--- src/irqmg_map.svh ---
`ifndef IRQMG_MAP_SVH
`define IRQMG_MAP_SVH

// ==========================================================
// register offsets (byte addresses)
`define IRQMG_OFF_MASK_SET 12'h088
`define IRQMG_OFF_MASK_CLR 12'h08C
`define IRQMG_OFF_PEND_VIEW 12'h100

// ==========================================================
// mask field layout
`define IRQMG_BIT_GATE 31
`define IRQMG_BIT_CUSTOM 30
`define IRQMG_MASK_IMPL 32'hC7FB_03FF
`define IRQMG_MASK_SRC 32'h47FB_03FF
`define IRQMG_MASK_RESET 32'h0000_0000

// ==========================================================
// isochronous context counts and bus constants
`define IRQMG_ISO_TX_CTX 8
`define IRQMG_ISO_RX_CTX 4
`define IRQMG_HSIZE_WORD 3'h2
`define IRQMG_HTRANS_NONSEQ 2'h2

`endif

--- src/irqmg_pkg.sv ---
package irqmg_pkg;

    typedef logic [31:0] irqmg_word_t;

    typedef enum logic [1:0] {
        IRQMG_ACC_NONE,
        IRQMG_ACC_SET,
        IRQMG_ACC_CLR
    } irqmg_acc_e;

    typedef struct packed {
        logic write;
        irqmg_acc_e acc;
    } irqmg_dphase_s;

endpackage

--- src/irqmg_gate_if.sv ---
`timescale 1ns/1ps
`default_nettype none
`include "irqmg_map.svh"

interface irqmg_gate_if (
    input wire logic sys_clk,
    input wire logic rst
);
    logic [31:0] mask;
    logic [31:0] event_vec;
    logic [`IRQMG_ISO_TX_CTX-1:0] iso_tx_ev;
    logic [`IRQMG_ISO_TX_CTX-1:0] iso_tx_mk;
    logic [`IRQMG_ISO_RX_CTX-1:0] iso_rx_ev;
    logic [`IRQMG_ISO_RX_CTX-1:0] iso_rx_mk;
    logic [31:0] pend;
    logic irq_req;

    modport ctrl (
        input sys_clk, rst, pend, irq_req,
        output mask, event_vec, iso_tx_ev, iso_tx_mk, iso_rx_ev, iso_rx_mk
    );
    modport gate (
        input sys_clk, rst, mask, event_vec,
        input iso_tx_ev, iso_tx_mk, iso_rx_ev, iso_rx_mk,
        output pend, irq_req
    );
endinterface

`default_nettype wire

--- src/irqmg_top.sv ---
// Operation
// - mask readable at both set and clear
// - gate bit zero blocks external interrupt
// - custom source needs mask and event 30
// - other mask bits gate matching event bits
// - reserved mask positions read zero
// - bits 26, 19 gate transceiver events
// - bits 25, 23, 22 gate cycle faults
// - bits 21, 20 gate cycle timing
// - bit 24 gates fatal error
// - bits 17, 16 gate bus reinit events
// - bits 9, 8 gate lock, posted errors
// - bits 7, 6 gate isochronous dma
// - bits 5, 4 gate stored packets
// - bits 3, 2 gate receive dma
// - bits 1, 0 gate send completions
// - gate bit also hardware updatable
// - write ones set or clear, zeros keep
// - iso summary is OR of masked contexts
`timescale 1ns/1ps
`default_nettype none
`include "irqmg_map.svh"

module irqmg_top
    import irqmg_pkg::*;
(
    // clock and reset
    input wire logic sys_clk,
    input wire logic rst,
    // ahb-lite slave
    input wire logic hsel,
    input wire logic [31:0] haddr,
    input wire logic [1:0] htrans,
    input wire logic hwrite,
    input wire logic [2:0] hsize,
    input wire logic [31:0] hwdata,
    input wire logic hready,
    output logic hreadyout,
    output logic hresp,
    output logic [31:0] hrdata,
    // interrupt event sources
    input wire logic [31:0] event_vec,
    input wire logic [`IRQMG_ISO_TX_CTX-1:0] iso_tx_ev,
    input wire logic [`IRQMG_ISO_TX_CTX-1:0] iso_tx_mk,
    input wire logic [`IRQMG_ISO_RX_CTX-1:0] iso_rx_ev,
    input wire logic [`IRQMG_ISO_RX_CTX-1:0] iso_rx_mk,
    input wire logic gate_hw_clr,
    // interrupt out
    output logic irq
);
    // ==========================================================
    // address decode helper
    function automatic logic addr_is(input logic [31:0] a,
                                     input logic [11:0] off);
        addr_is = (a[11:2] == off[11:2]);
    endfunction

    irqmg_gate_if gif (.sys_clk(sys_clk), .rst(rst));

    irqmg_word_t mask_q;
    irqmg_word_t mask_d;
    irqmg_word_t hrdata_q;
    irqmg_word_t hrdata_d;
    irqmg_dphase_s dp_q;
    irqmg_dphase_s dp_d;
    logic irq_q;

    wire logic addr_phase;
    wire logic hit_set;
    wire logic hit_clr;
    wire logic hit_pend;
    wire logic word_wr;
    wire irqmg_word_t wr_set;
    wire irqmg_word_t wr_clr;
    wire irqmg_word_t after_hw;
    wire irqmg_word_t pend_view;

    // ==========================================================
    // address phase capture
    assign addr_phase = hsel & hready & (htrans == `IRQMG_HTRANS_NONSEQ);
    assign hit_set = addr_is(haddr, `IRQMG_OFF_MASK_SET);
    assign hit_clr = addr_is(haddr, `IRQMG_OFF_MASK_CLR);
    assign hit_pend = addr_is(haddr, `IRQMG_OFF_PEND_VIEW);
    // sub-word writes are dropped rather than half-applied
    assign word_wr = addr_phase & hwrite & (hsize == `IRQMG_HSIZE_WORD);

    always_comb begin
        dp_d.write = word_wr;
        dp_d.acc = IRQMG_ACC_NONE;
        if (word_wr && hit_set) begin
            dp_d.acc = IRQMG_ACC_SET;
        end else if (word_wr && hit_clr) begin
            dp_d.acc = IRQMG_ACC_CLR;
        end
    end

    // ==========================================================
    // mask update: hw clear, then sw clear, then sw set
    assign wr_set = (dp_q.acc == IRQMG_ACC_SET) ? hwdata : 32'h0000_0000;
    assign wr_clr = (dp_q.acc == IRQMG_ACC_CLR) ? hwdata : 32'h0000_0000;
    assign after_hw = gate_hw_clr ?
        (mask_q & ~(32'h0000_0001 << `IRQMG_BIT_GATE)) : mask_q;
    // a set in the same cycle as a hardware clear wins
    assign mask_d = ((after_hw & ~wr_clr) | wr_set)
        & `IRQMG_MASK_IMPL;

    // ==========================================================
    // read data is registered in the address phase; mask_d is used
    // so a write in the previous data phase is already visible
    assign pend_view = gif.pend | {gif.irq_req, 31'h0000_0000};

    always_comb begin
        hrdata_d = 32'h0000_0000;
        if (addr_phase && !hwrite && (hit_set || hit_clr)) begin
            hrdata_d = mask_d;
        end else if (addr_phase && !hwrite && hit_pend) begin
            hrdata_d = pend_view;
        end
    end

    always_ff @(posedge sys_clk or posedge rst) begin
        if (rst) begin
            mask_q <= `IRQMG_MASK_RESET;
            dp_q <= '{write: 1'b0, acc: IRQMG_ACC_NONE};
            hrdata_q <= 32'h0000_0000;
            irq_q <= 1'b0;
        end else begin
            mask_q <= mask_d;
            dp_q <= dp_d;
            hrdata_q <= hrdata_d;
            irq_q <= gif.irq_req;
        end
    end

    // ==========================================================
    // gating logic
    assign gif.mask = mask_q;
    assign gif.event_vec = event_vec;
    assign gif.iso_tx_ev = iso_tx_ev;
    assign gif.iso_tx_mk = iso_tx_mk;
    assign gif.iso_rx_ev = iso_rx_ev;
    assign gif.iso_rx_mk = iso_rx_mk;

    irqmg_gate u_gate (.g(gif.gate));

    // zero wait states, always OKAY
    assign hreadyout = 1'b1;
    assign hresp = 1'b0;
    assign hrdata = hrdata_q;
    assign irq = irq_q;

    // ==========================================================
    // checks
    reserved_zero_a: assert property (
        @(posedge sys_clk) disable iff (rst)
        (hrdata & ~`IRQMG_MASK_IMPL & 32'h7FFF_FFFF) == 32'h0000_0000)
    else $error("reserved mask bits read nonzero");

    read_mask_a: assert property (
        @(posedge sys_clk) disable iff (rst)
        (addr_phase && !hwrite && (hit_set || hit_clr))
        |=> (hrdata == mask_q))
    else $error("mask read does not match mask");

    gate_off_a: assert property (
        @(posedge sys_clk) disable iff (rst)
        !mask_q[`IRQMG_BIT_GATE] |=> !irq)
    else $error("interrupt raised with gate off");

    irq_cause_a: assert property (
        @(posedge sys_clk) disable iff (rst)
        ##1 irq == $past(mask_q[`IRQMG_BIT_GATE] & (|gif.pend)))
    else $error("interrupt not tied to masked event");

    set_write_a: assert property (
        @(posedge sys_clk) disable iff (rst)
        (dp_q.acc == IRQMG_ACC_SET)
        |=> ((mask_q & $past(hwdata)) == ($past(hwdata) & `IRQMG_MASK_IMPL)))
    else $error("set write did not set bits");

    clr_write_a: assert property (
        @(posedge sys_clk) disable iff (rst)
        (dp_q.acc == IRQMG_ACC_CLR) |=> ((mask_q & $past(hwdata)) == 0))
    else $error("clear write did not clear bits");

    zero_keep_a: assert property (
        @(posedge sys_clk) disable iff (rst)
        (dp_q.acc != IRQMG_ACC_NONE) && !gate_hw_clr
        |=> (((mask_q ^ $past(mask_q)) & ~$past(hwdata)) == 0))
    else $error("written zero changed a mask bit");

    hw_gate_clr_a: assert property (
        @(posedge sys_clk) disable iff (rst)
        gate_hw_clr && !(wr_set[`IRQMG_BIT_GATE])
        |=> !mask_q[`IRQMG_BIT_GATE] ##1 !irq)
    else $error("hardware gate clear ignored");
endmodule

`default_nettype wire

--- src/irqmg_gate.sv ---
`timescale 1ns/1ps
`default_nettype none
`include "irqmg_map.svh"

module irqmg_gate
    import irqmg_pkg::*;
(
    // link to the register side
    irqmg_gate_if.gate g
);
    wire logic iso_tx_any;
    wire logic iso_rx_any;
    wire logic [31:0] ev_w;
    wire logic [31:0] hit_w;

    // ==========================================================
    // isochronous summary bits are live, never latched
    assign iso_tx_any = |(g.iso_tx_ev & g.iso_tx_mk);
    assign iso_rx_any = |(g.iso_rx_ev & g.iso_rx_mk);
    assign ev_w = {g.event_vec[31:8], iso_rx_any, iso_tx_any,
                   g.event_vec[5:0]};

    // ==========================================================
    // per-source gating, mask bit against event bit
    assign hit_w[31] = 1'b0;
    assign hit_w[30] = ev_w[30] & g.mask[30];
    assign hit_w[29:27] = 3'h0;
    assign hit_w[26] = ev_w[26] & g.mask[26];
    assign hit_w[25] = ev_w[25] & g.mask[25];
    assign hit_w[24] = ev_w[24] & g.mask[24];
    assign hit_w[23:22] = ev_w[23:22] & g.mask[23:22];
    assign hit_w[21:20] = ev_w[21:20] & g.mask[21:20];
    assign hit_w[19] = ev_w[19] & g.mask[19];
    assign hit_w[18] = 1'b0;
    assign hit_w[17:16] = ev_w[17:16] & g.mask[17:16];
    assign hit_w[15:10] = 6'h00;
    assign hit_w[9:8] = ev_w[9:8] & g.mask[9:8];
    assign hit_w[7:6] = ev_w[7:6] & g.mask[7:6];
    assign hit_w[5:4] = ev_w[5:4] & g.mask[5:4];
    assign hit_w[3:2] = ev_w[3:2] & g.mask[3:2];
    assign hit_w[1:0] = ev_w[1:0] & g.mask[1:0];
    assign g.pend = hit_w & `IRQMG_MASK_SRC;

    // the gate bit only enables; it is never a source itself
    assign g.irq_req = g.mask[`IRQMG_BIT_GATE] & (|g.pend);

    // ==========================================================
    // checks
    custom_src_a: assert property (
        @(posedge g.sys_clk) disable iff (g.rst)
        g.pend[30] == (g.mask[30] & g.event_vec[30]))
    else $error("custom source gating wrong");

    iso_or_a: assert property (
        @(posedge g.sys_clk) disable iff (g.rst)
        g.pend[7] == (g.mask[7] & (|(g.iso_rx_ev & g.iso_rx_mk))))
    else $error("iso receive summary wrong");

    src_gate_a: assert property (
        @(posedge g.sys_clk) disable iff (g.rst)
        (g.pend & ~(g.mask & `IRQMG_MASK_SRC)) == 32'h0000_0000)
    else $error("pending without its mask bit");
endmodule

`default_nettype wire

--- config.mk ---
export PLATFORM = sky130hd
export DESIGN_NAME = irqmg_top
export DESIGN_NICKNAME = d
export VERILOG_FILES = /design/src/irqmg_pkg.sv /design/src/irqmg_gate_if.sv /design/src/irqmg_top.sv /design/src/irqmg_gate.sv
export VERILOG_INCLUDE_DIRS = /design/src
export SDC_FILE = /design/constraint.sdc
export NUM_CORES = 1
export LEC_CHECK = 0
export ABC_CLOCK_PERIOD_IN_PS = 1850
export BUFFER_PORTS_ARGS = -buffer_cell sky130_fd_sc_hd__buf_2
export CORE_MARGIN = 5
export CORE_UTILIZATION = 42
export CTS_BUF_LIST = sky130_fd_sc_hd__clkbuf_8
export CTS_CLUSTER_DIAMETER = 60
export DETAILED_ROUTE_END_ITERATION = 10
export HOLD_SLACK_MARGIN = 0.03
export PLACE_DENSITY = 0.89
export SLEW_MARGIN = 20
export SYNTH_ARGS = -nofsm -noshare
export SYNTH_HDL_FRONTEND = slang
export SYNTH_SLANG_ARGS = --single-unit
--- constraint.sdc ---
create_clock -name sys_clk -period 1.85 [get_ports sys_clk]
set_input_delay 0.2775 -clock sys_clk [delete_from_list [all_inputs] [get_ports sys_clk]]
set_output_delay 0.2775 -clock sys_clk [all_outputs]
set_load 0.05 [all_outputs]
==> metrics.md <==
| Metric | Value |
|---|---|
| Status | finished, final reports clean |
| Final period util | 0.802 |
| Critical path class | input port to register |
| Initial Util | 0.440 |
| DP Wirelength | roughly 5000 µm |
| Synth top area cells | dfrtp_1 (51%), o21ai_1 (9.2%), nand3_1 (5.2%), o21ai_0 (5.2%), a21oi_1 (4.8%) |
| Antenna viol nets, final | 0 |
| Largest area contributor in the netlist | dfrtp_1 |
| Placed insts | ~430 |
| CP cell instances | buf_2 > or4_4 > nor4_4 > buf_12 > nand3_1 > o31ai_1 |
| Via/cell ratio | slightly above 5 |
| Mux share of post-synthesis cell area | 0 |
| CP startpoint kind | input port |
| Slew Limit Fails | 0 |
| Worst setup EP type | register |
| Critical Path End | hrdata[31] |
| Register-to-register setup slack | 0.38 ns |
| Clock Skew | 0.00468 ns |
| Synth Area in XOR/XNOR | 0 |
| Worst-Skew Late Latency | 0.29 ns |
| Initial antenna violation count | 0 |
| Cell count along the critical path | 6 |
| Worst flop-to-flop path endpoint | hrdata[21] |
| Synth cell types | 27 |
| DR WL/cell | roughly 14 µm |
| F_max | between 600 and 700 MHz |
| CTS Buffer Depth | 2 |
| Clk slew on worst S/H paths | ~0.080 ns |
| CTS Buf Count | 5 |
| Largest net degree at the start of global routing | 25 |
| Critical path peak fanout | 22 |
| CTS tree | built |
| Post-CTS Setup Bufs | 0 |
| Hold Vio Cnt, Final | 0 |
| YS warnings | 0 |
| Worst Hold Class | input port to register |
| # diodes | 0 |
| Part of the Yosys area used for sequential elements | 0.513 |
| Maxcap violations | 0 |
| Row cnt | 26 |
| RSZ-0062 raised after global routing | false |
| Final Non-Filler Cells | 440 |
| Crit path launch | haddr[5] |
| Largest family of logic cells by synthesized area | compound AO/OA/AOI/OAI gates |
| Width of the die | between 80 and 90 µm |
| Worst r2r src | dp_q[0] |
| Gr usage total | 0.179 |
| Worst EP arrival | 1.68 ns |
| Port Buffers | ~110 |
| First-pass GRT wire length | 10300 µm |
| Fill count | about 470 |
| DR DRC count | 0 |
| Post-synthesis simple-gate area fraction | 0.156 |
| Clock tree root buffer cell | clkbuf_8 |
| Critical-path top delay cell | or4_4 |
| CP required | around 2.0 ns |
| Crit path max-delay family | simple AND/OR/NAND/NOR gates |
| Worst-margin pin slew | between 0.5 and 0.6 ns |
| Setup TNS | 0 ns |
| Seq cells post-synth | 47 |
| Post-synthesis compound-gate area fraction | 0.216 |
| Slew margin rel. | 0.609 |
| H-tree levels | 2 |
| Initial drt markers | 162 |
| Min cycle time layout | 1.48 ns |
| Detailed Routing Iterations Pass 1 | 4 |
| Maximum vdd ir drop | ~0.3 mV |
| Synth-to-layout area growth | 29.6% |
| Final setup viols | 0 |
| TritonCTS sink count | 47 |
| Post-synthesis cell count | 259 |
| Synth Cell Area | 0.00229 mm² |
| Final nets | 500 |
| CP max stage delay | between 0.5 and 0.6 ns |
| Post-synthesis adder-cell area fraction | 0 |
| Mapped Avg Cell Area | ~9 µm² |
| Vias | around 2300 |
| R2R depth | 5 |
| Die Height | 83.9 µm |
| DRT Wirelength | 6320 µm |
| Post-synth top area share | 0.513 |
| Num ports | roughly 170 |
| Total Power | approximately 0.0018 W |
| Die area | between 0.007 and 0.008 mm² |
| Vias in the first global route | 2343 |
| Leakage | between 1.5 and 2 nW |
| Power Dens Cells | 620 mW/mm² |
| Grt ovf | 0 |
| Crit path buf inv count | 2 |
| Core Region | between 0.005 and 0.006 mm² |
| Share of layout cells above drive strength 1 | 0.346 |
| Final Wtd Congestion | 0.834 |
==> per-stage QoR <==
stage | cell area (µm²) | hold slack [ns] | worst slack, ns | utilization
finish | 2970 | 0.179 | 0.367 | 0.571
global route | 2970 | 0.176 | 0.250 | 0.571
CTS | 2970 | 0.172 | 0.384 | 0.571
detailed placement | 2880 | 0.190 | 0.0810 | 0.553
global placement | 2880 | 0.186 | 0.111 | 0.553
floorplan | 2330 | 0.344 | 0.264 | -
==> cell usage in the layout, fill, tap and decap left out, drive strengths merged <==
cell type / netlist / routed
a22o: 2 / 2
clkbuf: 9 / 5
dfrtp: 47 / 47
nand4b: 2 / 2
nor4b: 2 / 2
nand3: 24 / 24
inv: 25 / 27
conb: 2 / 12
dlygate4sd3: 0 / 1
a22oi: 4 / 4
nor4: 1 / 1
a21oi: 22 / 22
and4: 1 / 1
o21ai: 66 / 66
nand2: 21 / 21
clkinv: 0 / 1
buf: 16 / 117
nand4: 5 / 5
or4: 1 / 1
nor3: 2 / 2
nor2b: 1 / 1
nor2: 5 / 5
o31ai: 1 / 1
==> where the power goes <==
group	leakage (nW)	internal (W)	switching, W
logic	0.982	0.0000956	0.000151
clock network	0.0505	0.000254	0.000314
registers	0.547	0.00103	0.0000000219
total	1.58	0.00138	0.000465
==> sequential cells by signal, summed over array words and instances (netlist names) <==
register	cells
gif.mask	22
irq	1
hrdata	22
dp_q	2
==> how the worst min path moves through the flow <==
stage	slack, ns	cells after the start	start	endpoint
2_1_floorplan	0.34	1	haddr[2]	dp_q[0]
3_3_place_gp	0.19	2	rst	gif.mask[22]
3_5_place_dp	0.19	2	rst	gif.mask[26]
4_1_cts	0.17	2	haddr[2]	dp_q[0]
5_1_grt	0.18	2	haddr[2]	dp_q[0]
6_report	0.18	2	haddr[2]	dp_q[0]
==> metal layers <==
| metal | vias up | wire [µm] | track usage |
|---|---|---|---|
| met2 | 110 | 3310 | 0.321 |
| li1 | 1089 | - | - |
| met4 | 0 | 97 | 0.0556 |
| met1 | 1060 | 2370 | 0.208 |
| met3 | 9 | 531 | 0.0444 |
| met5 | - | 0 | 0 |
==> Yosys cell counts <==
| library cell | instances |
|---|---|
| a21oi_1 | 22 |
| a22o_1 | 2 |
| a22oi_1 | 4 |
| and4_1 | 1 |
| buf_1 | 1 |
| buf_2 | 1 |
| buf_4 | 12 |
| buf_6 | 2 |
| clkbuf_1 | 7 |
| clkbuf_4 | 2 |
| conb_1 | 2 |
| dfrtp_1 | 47 |
| inv_1 | 25 |
| nand2_1 | 21 |
| nand3_1 | 24 |
| nand4_1 | 5 |
| nand4b_1 | 1 |
| nand4b_4 | 1 |
| nor2_1 | 5 |
| nor2b_1 | 1 |
| nor3_1 | 2 |
| nor4_4 | 1 |
| nor4b_1 | 2 |
| o21ai_0 | 24 |
| o21ai_1 | 42 |
| o31ai_1 | 1 |
| or4_4 | 1 |
==> layout make-up <==
cell class                 instances  area (µm²)  area share
clock inverter                     3        12.5     0.00421
multi-input combinational        172         902       0.304
sequential                        47        1180       0.396
inverter                          25        93.8      0.0316
tap                               70        87.6      0.0295
clock buffer                       5        68.8      0.0232
timing repair buffer             118         631       0.212
==> logic make-up (layout without fill, tap and decap cells) <==
kind of cell	after synthesis	in the layout
AOI/OAI and AO/OA	95	95
and+or+nand+nor	65	65
DFF	47	47
buffers and inverters	50	151
other	2	12
==> worst reg2reg max path, cell delays in order (launching register included) <==
cell     delay [ns]
dfrtp_1        0.61
buf_4          0.29
a21oi_1        0.09
o21ai_1        0.19
nand3_1        0.12
o21ai_1        0.10
==> what timing repair did <==
action / CTS / global route
hold buffers: 1 / 0
endpoints found under the hold margin: 7 / 0
resized for setup: 0 / 0
Power figures use the tool's default switching activity.
